[config.mk]
export PLATFORM = sky130hd
export DESIGN_NAME = can_irq_and_bit_timing_cfg
export DESIGN_NICKNAME = d
export VERILOG_FILES = /design/src/hw/can_irq_pkg.sv /design/src/hw/can_bit_timer.sv /design/src/hw/can_irq_and_bit_timing_cfg.sv
export SDC_FILE = /design/constraint.sdc
export NUM_CORES = 1
export LEC_CHECK = 0
export BUFFER_PORTS_ARGS = -buffer_cell sky130_fd_sc_hd__buf_4
export CAP_MARGIN = 5
export CORE_ASPECT_RATIO = 1.1
export CORE_UTILIZATION = 35
export DETAILED_ROUTE_END_ITERATION = 7
export GPL_TIMING_DRIVEN = 0
export PLACE_DENSITY = 0.59
export SLEW_MARGIN = 20
export SYNTH_ARGS = -nofsm -noshare
export SYNTH_HDL_FRONTEND = slang
export SYNTH_SLANG_ARGS = --single-unit
[constraint.sdc]
create_clock -name clock -period 3 [get_ports clock]
set_input_delay 0.15 -clock clock [delete_from_list [all_inputs] [get_ports clock]]
set_output_delay 0.15 -clock clock [all_outputs]
set_load 0.01 [all_outputs]
[src/hw/can_irq_pkg.sv]
// Constants, field layout and carriers for the CAN interrupt and bit-timing block.
// Assumes an AHB-Lite word bus and a frame engine that reports events as strobes.
// Behaviour
// Sixth identical sampled bit sets stuff flag
// CRC mismatch strobe sets CRC flag
// Delimiter or EOF violation sets form flag
// Recessive acknowledge slot sets ack flag
// Flags clear only by writing one; the overrun flag also clears on overrunHandled
// Buffer reception done sets buffer flag
// Global enable gates all but overrun
// Bits six to one enable sources
// Bit zero enables overrun independently
// Object configuration sets object in-use bit
// Transmit or receive OK clears in-use
// Disable, abort, standby clear in-use
// Six in-use bits, upper bits read zero
// Per-object interrupt enable, six bits
// Per-object pending status, six bits, read-only
// Software writes zero to reserved bits
// Quantum is prescaler plus one clocks
// Resynchronize on each recessive-to-dominant edge
// Jump limited to quantum times width+1
// Propagation segment lasts field plus one
// Summary flag ORs all but overrun
// Enabled object event sets status bit
// Software avoids triple sampling at prescaler zero
// Request asserted for any enabled flag
// Status clears when object flags cleared

package can_irq_pkg;

  localparam int NUM_OBJECTS = 6;

  localparam logic [7:0] OFS_GENERAL_FLAGS = 8'h00;
  localparam logic [7:0] OFS_GENERAL_IRQ_ENABLE = 8'h04;
  localparam logic [7:0] OFS_OBJECT_ENABLE_LOW = 8'h08;
  localparam logic [7:0] OFS_OBJECT_ENABLE_HIGH = 8'h0c;
  localparam logic [7:0] OFS_OBJECT_IRQ_ENABLE_LOW = 8'h10;
  localparam logic [7:0] OFS_OBJECT_IRQ_ENABLE_HIGH = 8'h14;
  localparam logic [7:0] OFS_OBJECT_IRQ_STATUS_LOW = 8'h18;
  localparam logic [7:0] OFS_OBJECT_IRQ_STATUS_HIGH = 8'h1c;
  localparam logic [7:0] OFS_BIT_TIMING_PRESCALE = 8'h20;
  localparam logic [7:0] OFS_BIT_TIMING_JUMP_PROP = 8'h24;

  // General flag register layout
  localparam int POS_IRQ_SUMMARY = 7;
  localparam int POS_BUS_OFF = 6;
  localparam int POS_TIMER_OVERRUN = 5;
  localparam int POS_BUFFER_DONE = 4;
  localparam int POS_STUFF_ERR = 3;
  localparam int POS_CRC_ERR = 2;
  localparam int POS_FORM_ERR = 1;
  localparam int POS_ACK_ERR = 0;

  // General enable register layout
  localparam int POS_EN_GLOBAL = 7;
  localparam int POS_EN_BUS_OFF = 6;
  localparam int POS_EN_RECEIVE = 5;
  localparam int POS_EN_TRANSMIT = 4;
  localparam int POS_EN_OBJ_ERR = 3;
  localparam int POS_EN_BUFFER = 2;
  localparam int POS_EN_GEN_ERR = 1;
  localparam int POS_EN_OVERRUN = 0;

  // Bit timing fields
  localparam int POS_PRESCALE_LSB = 1;
  localparam int POS_JUMP_LSB = 5;
  localparam int POS_PROP_LSB = 1;

  localparam logic [7:0] RESET_BYTE = 8'h00;
  localparam logic [5:0] RESET_OBJECTS = 6'h00;

  // Phase segments are configured elsewhere; fixed lengths here
  localparam logic [3:0] PHASE1_TQ = 4'h3;
  localparam logic [3:0] PHASE2_TQ = 4'h3;
  localparam logic [2:0] STUFF_LIMIT = 3'h5;

  typedef enum logic [1:0] {SEG_SYNC, SEG_PROP, SEG_PHASE1, SEG_PHASE2} segment_e;

  typedef struct packed {
    logic [NUM_OBJECTS-1:0] cfgEnable;
    logic [NUM_OBJECTS-1:0] cfgDisable;
    logic [NUM_OBJECTS-1:0] transmit_ok_flag;
    logic [NUM_OBJECTS-1:0] receive_ok_flag;
    logic [NUM_OBJECTS-1:0] rxPending;
    logic [NUM_OBJECTS-1:0] txPending;
    logic [NUM_OBJECTS-1:0] errPending;
  } objEvents_s;

  typedef struct packed {
    logic stuffCheck;
    logic crcMismatch;
    logic formViolation;
    logic ackSlot;
    logic transmitting;
    logic bufferRxDone;
    logic busOffEntry;
    logic timerOverrun;
    logic overrunHandled;
    logic abortReq;
    logic standbyEntry;
  } frameEvents_s;

endpackage

[src/hw/can_bit_timer.sv]
// Time-quantum prescaler and bit segment sequencer with jump-limited edge resync.
// Assumes rxLine is synchronous to clock; dominant is 0.
`timescale 1ns/1ps
module can_bit_timer
  import can_irq_pkg::*;
(
  input wire logic clock,
  input wire logic rst_n,
  input wire logic [5:0] prescaler,
  input wire logic [1:0] jumpWidth,
  input wire logic [2:0] propSeg,
  input wire logic rxLine,
  output logic tqTick,
  output logic samplePulse,
  output logic sampledBit
);

  logic [5:0] preCnt_r;
  logic [3:0] segCnt_r;
  logic [3:0] segLen_r;
  segment_e seg_r;
  logic lastRx_r;
  logic [3:0] jumpTq;
  logic edgeSeen;

  assign tqTick = (preCnt_r == prescaler);
  assign jumpTq = {2'b00, jumpWidth} + 4'h1;
  assign edgeSeen = tqTick && lastRx_r && !rxLine;

  always_ff @(posedge clock or negedge rst_n) begin
    if (!rst_n) begin
      preCnt_r <= 6'h00;
    end else if (tqTick) begin
      preCnt_r <= 6'h00;
    end else begin
      preCnt_r <= preCnt_r + 6'h01;
    end
  end

  always_ff @(posedge clock or negedge rst_n) begin
    if (!rst_n) begin
      lastRx_r <= 1'b1;
    end else if (tqTick) begin
      lastRx_r <= rxLine;
    end
  end

  always_ff @(posedge clock or negedge rst_n) begin
    if (!rst_n) begin
      seg_r <= SEG_SYNC;
      segCnt_r <= 4'h0;
      segLen_r <= 4'h1;
    end else if (tqTick) begin
      unique case (seg_r)
        SEG_SYNC: begin
          seg_r <= SEG_PROP;
          segCnt_r <= 4'h0;
          segLen_r <= {1'b0, propSeg} + 4'h1;
        end
        SEG_PROP, SEG_PHASE1: begin
          if (edgeSeen) begin
            segLen_r <= segLen_r + jumpTq;
          end
          if (segCnt_r + 4'h1 >= segLen_r && !edgeSeen) begin
            seg_r <= (seg_r == SEG_PROP) ? SEG_PHASE1 : SEG_PHASE2;
            segCnt_r <= 4'h0;
            segLen_r <= (seg_r == SEG_PROP) ? PHASE1_TQ : PHASE2_TQ;
          end else begin
            segCnt_r <= segCnt_r + 4'h1;
          end
        end
        SEG_PHASE2: begin
          // Early edge: cut phase 2 by at most the jump width
          if (edgeSeen && (segLen_r - segCnt_r) <= jumpTq) begin
            seg_r <= SEG_PROP;
            segCnt_r <= 4'h0;
            segLen_r <= {1'b0, propSeg} + 4'h1;
          end else if (edgeSeen) begin
            segLen_r <= segLen_r - jumpTq;
            segCnt_r <= segCnt_r + 4'h1;
          end else if (segCnt_r + 4'h1 >= segLen_r) begin
            seg_r <= SEG_SYNC;
            segCnt_r <= 4'h0;
          end else begin
            segCnt_r <= segCnt_r + 4'h1;
          end
        end
      endcase
    end
  end

  // Sample point is the end of phase 1
  always_ff @(posedge clock or negedge rst_n) begin
    if (!rst_n) begin
      samplePulse <= 1'b0;
      sampledBit <= 1'b1;
    end else begin
      samplePulse <= tqTick && seg_r == SEG_PHASE1 && segCnt_r + 4'h1 >= segLen_r
        && !edgeSeen;
      if (tqTick && seg_r == SEG_PHASE1 && segCnt_r + 4'h1 >= segLen_r && !edgeSeen) begin
        sampledBit <= rxLine;
      end
    end
  end

endmodule

[src/hw/can_irq_and_bit_timing_cfg.sv]
// Interrupt flags, enables, per-object status and bit-timing registers.
// Assumes one AHB-Lite master, a frame engine driving event strobes,
// and message-object flag levels kept by the object registers outside.
`timescale 1ns/1ps
module can_irq_and_bit_timing_cfg
  import can_irq_pkg::*;
(
  input wire logic clock,
  input wire logic rst_n,
  input wire logic hsel,
  input wire logic [31:0] haddr,
  input wire logic [1:0] htrans,
  input wire logic hwrite,
  input wire logic [2:0] hsize,
  input wire logic [31:0] hwdata,
  input wire logic hready,
  output logic hreadyout,
  output logic hresp,
  output logic [31:0] hrdata,
  input wire objEvents_s objEvents,
  input wire frameEvents_s frameEvents,
  input wire logic rxLine,
  output logic canIrq,
  output logic tqTick,
  output logic samplePulse,
  output logic sampledBit,
  output logic [5:0] objectInUse
);

  ////////////////////////////////////////////////////////////////////////////
  // Register state

  logic [6:0] flags_r;
  logic [7:0] genEnable_r;
  logic [5:0] objEnable_r;
  logic [5:0] objIrqEnable_r;
  logic [5:0] objStatus_r;
  logic [5:0] prescale_r;
  logic [1:0] jump_r;
  logic [2:0] prop_r;

  logic dataWrite_r;
  logic [7:0] dataAddr_r;
  logic addrPhase;
  logic [6:0] flagSet;
  logic [6:0] flagClear;
  logic [5:0] objStatusNxt;
  logic summary;
  logic [2:0] sameCount_r;
  logic lastBit_r;
  logic stuffHit;
  logic ackMiss;

  function automatic logic isWrite(input logic [7:0] ofs);
    isWrite = dataWrite_r && dataAddr_r == ofs;
  endfunction

  ////////////////////////////////////////////////////////////////////////////
  // AHB-Lite slave: zero wait, always OKAY

  assign hreadyout = 1'b1;
  assign hresp = 1'b0;
  assign addrPhase = hsel && htrans[1] && hready;

  always_ff @(posedge clock or negedge rst_n) begin
    if (!rst_n) begin
      dataWrite_r <= 1'b0;
      dataAddr_r <= 8'h00;
    end else if (hready) begin
      dataWrite_r <= addrPhase && hwrite;
      dataAddr_r <= haddr[7:0];
    end
  end

  always_ff @(posedge clock or negedge rst_n) begin
    if (!rst_n) begin
      hrdata <= 32'h00000000;
    end else if (addrPhase && !hwrite) begin
      hrdata <= 32'h00000000;
      unique case (haddr[7:0])
        OFS_GENERAL_FLAGS: hrdata[7:0] <= {summary, flags_r};
        OFS_GENERAL_IRQ_ENABLE: hrdata[7:0] <= genEnable_r;
        OFS_OBJECT_ENABLE_LOW: hrdata[5:0] <= objEnable_r;
        OFS_OBJECT_IRQ_ENABLE_LOW: hrdata[5:0] <= objIrqEnable_r;
        OFS_OBJECT_IRQ_STATUS_LOW: hrdata[5:0] <= objStatus_r;
        OFS_BIT_TIMING_PRESCALE: hrdata[7:0] <= {1'b0, prescale_r, 1'b0};
        OFS_BIT_TIMING_JUMP_PROP: hrdata[7:0] <= {1'b0, jump_r, 1'b0, prop_r, 1'b0};
        default: hrdata <= 32'h00000000;
      endcase
    end
  end

  ////////////////////////////////////////////////////////////////////////////
  // Error detection at the sample point

  // Counts identical bits; a sixth identical one is a stuff violation
  always_ff @(posedge clock or negedge rst_n) begin
    if (!rst_n) begin
      sameCount_r <= 3'h0;
      lastBit_r <= 1'b1;
    end else if (!frameEvents.stuffCheck) begin
      sameCount_r <= 3'h0;
    end else if (samplePulse) begin
      lastBit_r <= sampledBit;
      if (sameCount_r != 3'h0 && sampledBit == lastBit_r && sameCount_r < STUFF_LIMIT) begin
        sameCount_r <= sameCount_r + 3'h1;
      end else if (sampledBit != lastBit_r || sameCount_r == 3'h0) begin
        sameCount_r <= 3'h1;
      end
    end
  end

  // samplePulse and sampledBit update together, so sampledBit is the new bit
  assign stuffHit = frameEvents.stuffCheck && samplePulse && sameCount_r == STUFF_LIMIT
    && sampledBit == lastBit_r;
  assign ackMiss = frameEvents.ackSlot && frameEvents.transmitting && samplePulse
    && sampledBit;

  ////////////////////////////////////////////////////////////////////////////
  // General flags: hardware set wins over software clear

  always_comb begin
    flagSet = 7'h00;
    flagSet[POS_BUS_OFF] = frameEvents.busOffEntry;
    flagSet[POS_TIMER_OVERRUN] = frameEvents.timerOverrun;
    flagSet[POS_BUFFER_DONE] = frameEvents.bufferRxDone;
    flagSet[POS_STUFF_ERR] = stuffHit;
    flagSet[POS_CRC_ERR] = frameEvents.crcMismatch;
    flagSet[POS_FORM_ERR] = frameEvents.formViolation;
    flagSet[POS_ACK_ERR] = ackMiss;
    flagClear = isWrite(OFS_GENERAL_FLAGS) ? hwdata[6:0] : 7'h00;
    flagClear[POS_TIMER_OVERRUN] = flagClear[POS_TIMER_OVERRUN]
      || frameEvents.overrunHandled;
  end

  always_ff @(posedge clock or negedge rst_n) begin
    if (!rst_n) begin
      flags_r <= 7'h00;
    end else begin
      flags_r <= flagSet | (flags_r & ~flagClear);
    end
  end

  ////////////////////////////////////////////////////////////////////////////
  // Enable and timing registers

  always_ff @(posedge clock or negedge rst_n) begin
    if (!rst_n) begin
      genEnable_r <= RESET_BYTE;
    end else if (isWrite(OFS_GENERAL_IRQ_ENABLE)) begin
      genEnable_r <= hwdata[7:0];
    end
  end

  always_ff @(posedge clock or negedge rst_n) begin
    if (!rst_n) begin
      objIrqEnable_r <= RESET_OBJECTS;
    end else if (isWrite(OFS_OBJECT_IRQ_ENABLE_LOW)) begin
      objIrqEnable_r <= hwdata[5:0];
    end
  end

  // Reserved bits are dropped, so a careless write cannot disturb timing
  always_ff @(posedge clock or negedge rst_n) begin
    if (!rst_n) begin
      prescale_r <= 6'h00;
      jump_r <= 2'h0;
      prop_r <= 3'h0;
    end else begin
      if (isWrite(OFS_BIT_TIMING_PRESCALE)) begin
        prescale_r <= hwdata[POS_PRESCALE_LSB +: 6];
      end
      if (isWrite(OFS_BIT_TIMING_JUMP_PROP)) begin
        jump_r <= hwdata[POS_JUMP_LSB +: 2];
        prop_r <= hwdata[POS_PROP_LSB +: 3];
      end
    end
  end

  ////////////////////////////////////////////////////////////////////////////
  // Message objects

  genvar g;
  generate
    for (g = 0; g < NUM_OBJECTS; g++) begin : gObj
      always_ff @(posedge clock or negedge rst_n) begin
        if (!rst_n) begin
          objEnable_r[g] <= 1'b0;
        end else if (objEvents.transmit_ok_flag[g] || objEvents.receive_ok_flag[g]) begin
          objEnable_r[g] <= 1'b0;
        end else if (objEvents.cfgDisable[g] || frameEvents.abortReq
            || frameEvents.standbyEntry) begin
          objEnable_r[g] <= 1'b0;
        end else if (objEvents.cfgEnable[g]) begin
          objEnable_r[g] <= 1'b1;
        end
      end

      // Follows the object's flag levels, so it drops once they are cleared
      assign objStatusNxt[g] =
        (objEvents.rxPending[g] && genEnable_r[POS_EN_RECEIVE])
        || (objEvents.txPending[g] && genEnable_r[POS_EN_TRANSMIT])
        || (objEvents.errPending[g] && genEnable_r[POS_EN_OBJ_ERR]);
    end
  endgenerate

  always_ff @(posedge clock or negedge rst_n) begin
    if (!rst_n) begin
      objStatus_r <= RESET_OBJECTS;
    end else begin
      objStatus_r <= objStatusNxt;
    end
  end

  assign objectInUse = objEnable_r;

  ////////////////////////////////////////////////////////////////////////////
  // Interrupt request

  assign summary = (|flags_r[POS_BUS_OFF:POS_BUS_OFF]) || (|flags_r[POS_BUFFER_DONE:0])
    || (|objStatus_r);

  always_ff @(posedge clock or negedge rst_n) begin
    if (!rst_n) begin
      canIrq <= 1'b0;
    end else begin
      canIrq <= (genEnable_r[POS_EN_GLOBAL] && (
          (flags_r[POS_BUS_OFF] && genEnable_r[POS_EN_BUS_OFF])
          || (flags_r[POS_BUFFER_DONE] && genEnable_r[POS_EN_BUFFER])
          || (|flags_r[POS_STUFF_ERR:0] && genEnable_r[POS_EN_GEN_ERR])
          || (|(objStatus_r & objIrqEnable_r))))
        || (flags_r[POS_TIMER_OVERRUN] && genEnable_r[POS_EN_OVERRUN]);
    end
  end

  ////////////////////////////////////////////////////////////////////////////
  // Bit timing

  can_bit_timer uBitTimer (
    .clock(clock),
    .rst_n(rst_n),
    .prescaler(prescale_r),
    .jumpWidth(jump_r),
    .propSeg(prop_r),
    .rxLine(rxLine),
    .tqTick(tqTick),
    .samplePulse(samplePulse),
    .sampledBit(sampledBit)
  );

endmodule

==> reports/results.txt <==
run status = complete, no violations
xor/xnor share of the synthesized area = 3.313%
CP max FO = 4
WHS = 0.01218 ns
register bit total from synthesis = 85
placement row count = 45
HP Start = objEvents[4]
top_reg_cell synth = dfrtp_1
Antenna Nets Post-Route = 0
Synth async-reset ratio = 100.0%
post-synth top area share = 40.36%
setup_tns = 0 ns
fillcell total = 1302
Design Area, Final = 0.006531 mm2
CTS Sinks = 85
Clk pin slew, worst setup/hold paths = 0.06 ns
starting density of the core = 36.11%
Worst Clk Skew = 0.01288 ns
post-synth cell types = 66
vias in the first global route = 4248
total grt overflow = 0
post-place setup slack = -0.02031 ns
area delta synth->final = 30.04%
Post-synth EDFFs = 0
Worst Path Required = 3.21 ns
die height = 127.6 um
CTS buffer count = 9
final instance count without filler cells = 808
Area after DPL = 0.006046 mm2
ranking of synthesized cells by area = dfrtp_1, mux2_2, ha_1
largest family of logic cells by synthesized area = compound AO/OA/AOI/OAI gates
Die Wd = 116.2 um
CP Capture Type = flip-flop
RSZ-0062 raised after global routing = yes
DRT Pass-1 Iters = 4
first-pass GRT wire length = 20.74 mm
final net count = 772
hpwl dp = 9.601 mm
Synth Warn # = 0
layout cell share with drive strength beyond 1 = 33.87%
port bufs = 93
Synth Area in Adders = 7.673%
total power = 3.979 mW
initial DRC count = 188
WP data arrival = 3.13 ns
vias per inst = 5.006
CTS tree = done
Worst VDD drop = 256.8 uV
hold path depth = 3
Compound-Gate Fraction of Synth Area = 14.23%
r2r startpoint = uBitTimer.segLen_r[0]
Mapped Area = 0.005022 mm2
placed insts = 773
Hold EP = objStatus_r[4]
endpoints failing setup = 0
Slew headroom = 48.03%
GPL Wtd Cong = 0.8329
final slew viol count = 0
dominant cell type by area after synthesis = dfrtp_1
register area share after synthesis = 42.45%
via count = 4045
GRT Overall Usage = 18.44%
Worst setup SP type = flip-flop
post-route DRC violation count = 0
pwr dens = 609.3 mW/mm2
setup ws final = 0.08918 ns
largest net degree at the start of global routing = 86
# Max-Cap Violations = 0
Reg2Reg Depth = 10
num ports = 172
Cells after Synth = 468
top cells by count, synth = dfrtp_1, mux2_2, nand2_1, inv_1
Ant. Diodes = 0
initial antenna violation count = 0
reg-to-reg critical path endpoint = uBitTimer.segLen_r[1]
Crit Path Class = flip-flop to flip-flop
die area = 0.01483 mm2
Longest Clk Path Bufs = 2
fmax = 343.5 MHz
DRT Wirelength = 12.65 mm
most frequent cell after synthesis = dfrtp_1
post-synthesis simple-gate area fraction = 13.25%
Final Util = 46.96%
Hold Violations, Final = 0
R2R setup slack = 0.09 ns
measured slew at the worst slew-check pin = 0.7796 ns
root buf cell = clkbuf_16
post-synthesis mux area share = 12.03%
H-tree depth = 3
worst hold path class = input port to flip-flop
routed len/inst = 15.66 um
Avg Synthesized Cell Area = 10.73 um2
leak pwr = 2.977 nW
core area = 0.01391 mm2
worst skew pair latency = 0.35 ns
final cycle utilization of the critical path = 97.03%
min cycle time layout = 2.911 ns
[state kept, by name, indices dropped and copies added, names as in the netlist, 3 cells and up]
signal and cells:
objectInUse 6, uBitTimer.segLen_r 4, prop_r 3, objStatus_r 6, objIrqEnable_r 6, flags_r 7
dataAddr_r 8, uBitTimer.preCnt_r 6, uBitTimer.segCnt_r 4, hrdata 8, genEnable_r 8, sameCount_r 3
prescale_r 6
[kinds of logic (layout without fill, tap and decap cells)]
family                   Yosys count  count (layout)
adder cells (fa/ha/maj)           29              29
multiplexers                      49              49
buffers and inverters             65             193
other                              2              26
XOR/XNOR                          19              19
AO/OA/AOI/OAI                     99              99
AND/OR/NAND/NOR                  120             120
flip-flops                        85              85
[routing by layer]
layer	part of all wire (%)	up-vias	wire length (um)	track usage, %
met5	0	-	0	0
met4	0.69	0	87	7.240
met3	5.5	8	690	3.273
met2	52	147	6593	32.42
met1	42	1944	5282	22.13
li1	-	1946	-	-
[layout make-up]
class	count	area (um2)	share of cell area, %
Multi-Input combinational cell	342	2650	40.57
Sequential cell	85	2132	32.64
Timing Repair Buffer	112	889.6	13.62
Clock buffer	10	239.0	3.659
Buffer	36	237.7	3.640
Tap cell	188	235.2	3.602
Inverter	29	108.9	1.667
Clock inverter	6	38.79	0.5939
[placed cells by master (no fill, tap or decap), drive strengths merged, types with 22 or more instances in the layout]
master / instances
buf: 122
dfrtp: 81
mux2: 41
nand2: 33
o21ai: 30
inv: 29
ha: 26
conb: 26
nor2: 22
[power breakdown]
group / internal [mW] / total, mW / switching, mW
Clock: 0.580 / 1.04 / 0.457
Sequential: 1.30 / 1.47 / 0.168
Combinational: 0.678 / 1.48 / 0.798
Total: 2.56 / 3.98 / 1.42
[critical path, cell delays in order, from the launching register on]
cell,delay (ns)
dfstp_2,0.57
inv_1,0.07
ha_1,0.21
inv_1,0.07
fa_1,0.43
ha_1,0.33
a211oi_2,0.24
o22ai_2,0.15
or3_1,0.36
a41oi_1,0.24
o21ai_0,0.11
[how the worst max path moves through the flow]
stage                          startpoint               endpoint  slack, ns  depth (start not counted)
finish              uBitTimer.segLen_r[0]  uBitTimer.segLen_r[1]       0.09                         10
global route        uBitTimer.segLen_r[0]  uBitTimer.segLen_r[1]      -0.04                         10
CTS                 uBitTimer.segLen_r[0]  uBitTimer.segLen_r[1]       0.07                         10
detailed placement  uBitTimer.segLen_r[0]  uBitTimer.segLen_r[1]      -0.02                         10
global placement    uBitTimer.segLen_r[0]  uBitTimer.segLen_r[1]       0.03                         10
floorplan           uBitTimer.segLen_r[0]  uBitTimer.segLen_r[1]       0.31                         10
[repair_timing]
action / 4_1_cts / 5_1_grt
setup endpoints to repair: 1 / 4
pin swaps: 0 / 1
gates resized for setup: 2 / 3
setup buffers: 0 / 1
hold buffers: 17 / 1
hold endpoints to repair: 11 / 81
Note: power is estimated with default switching activity, not from simulation.
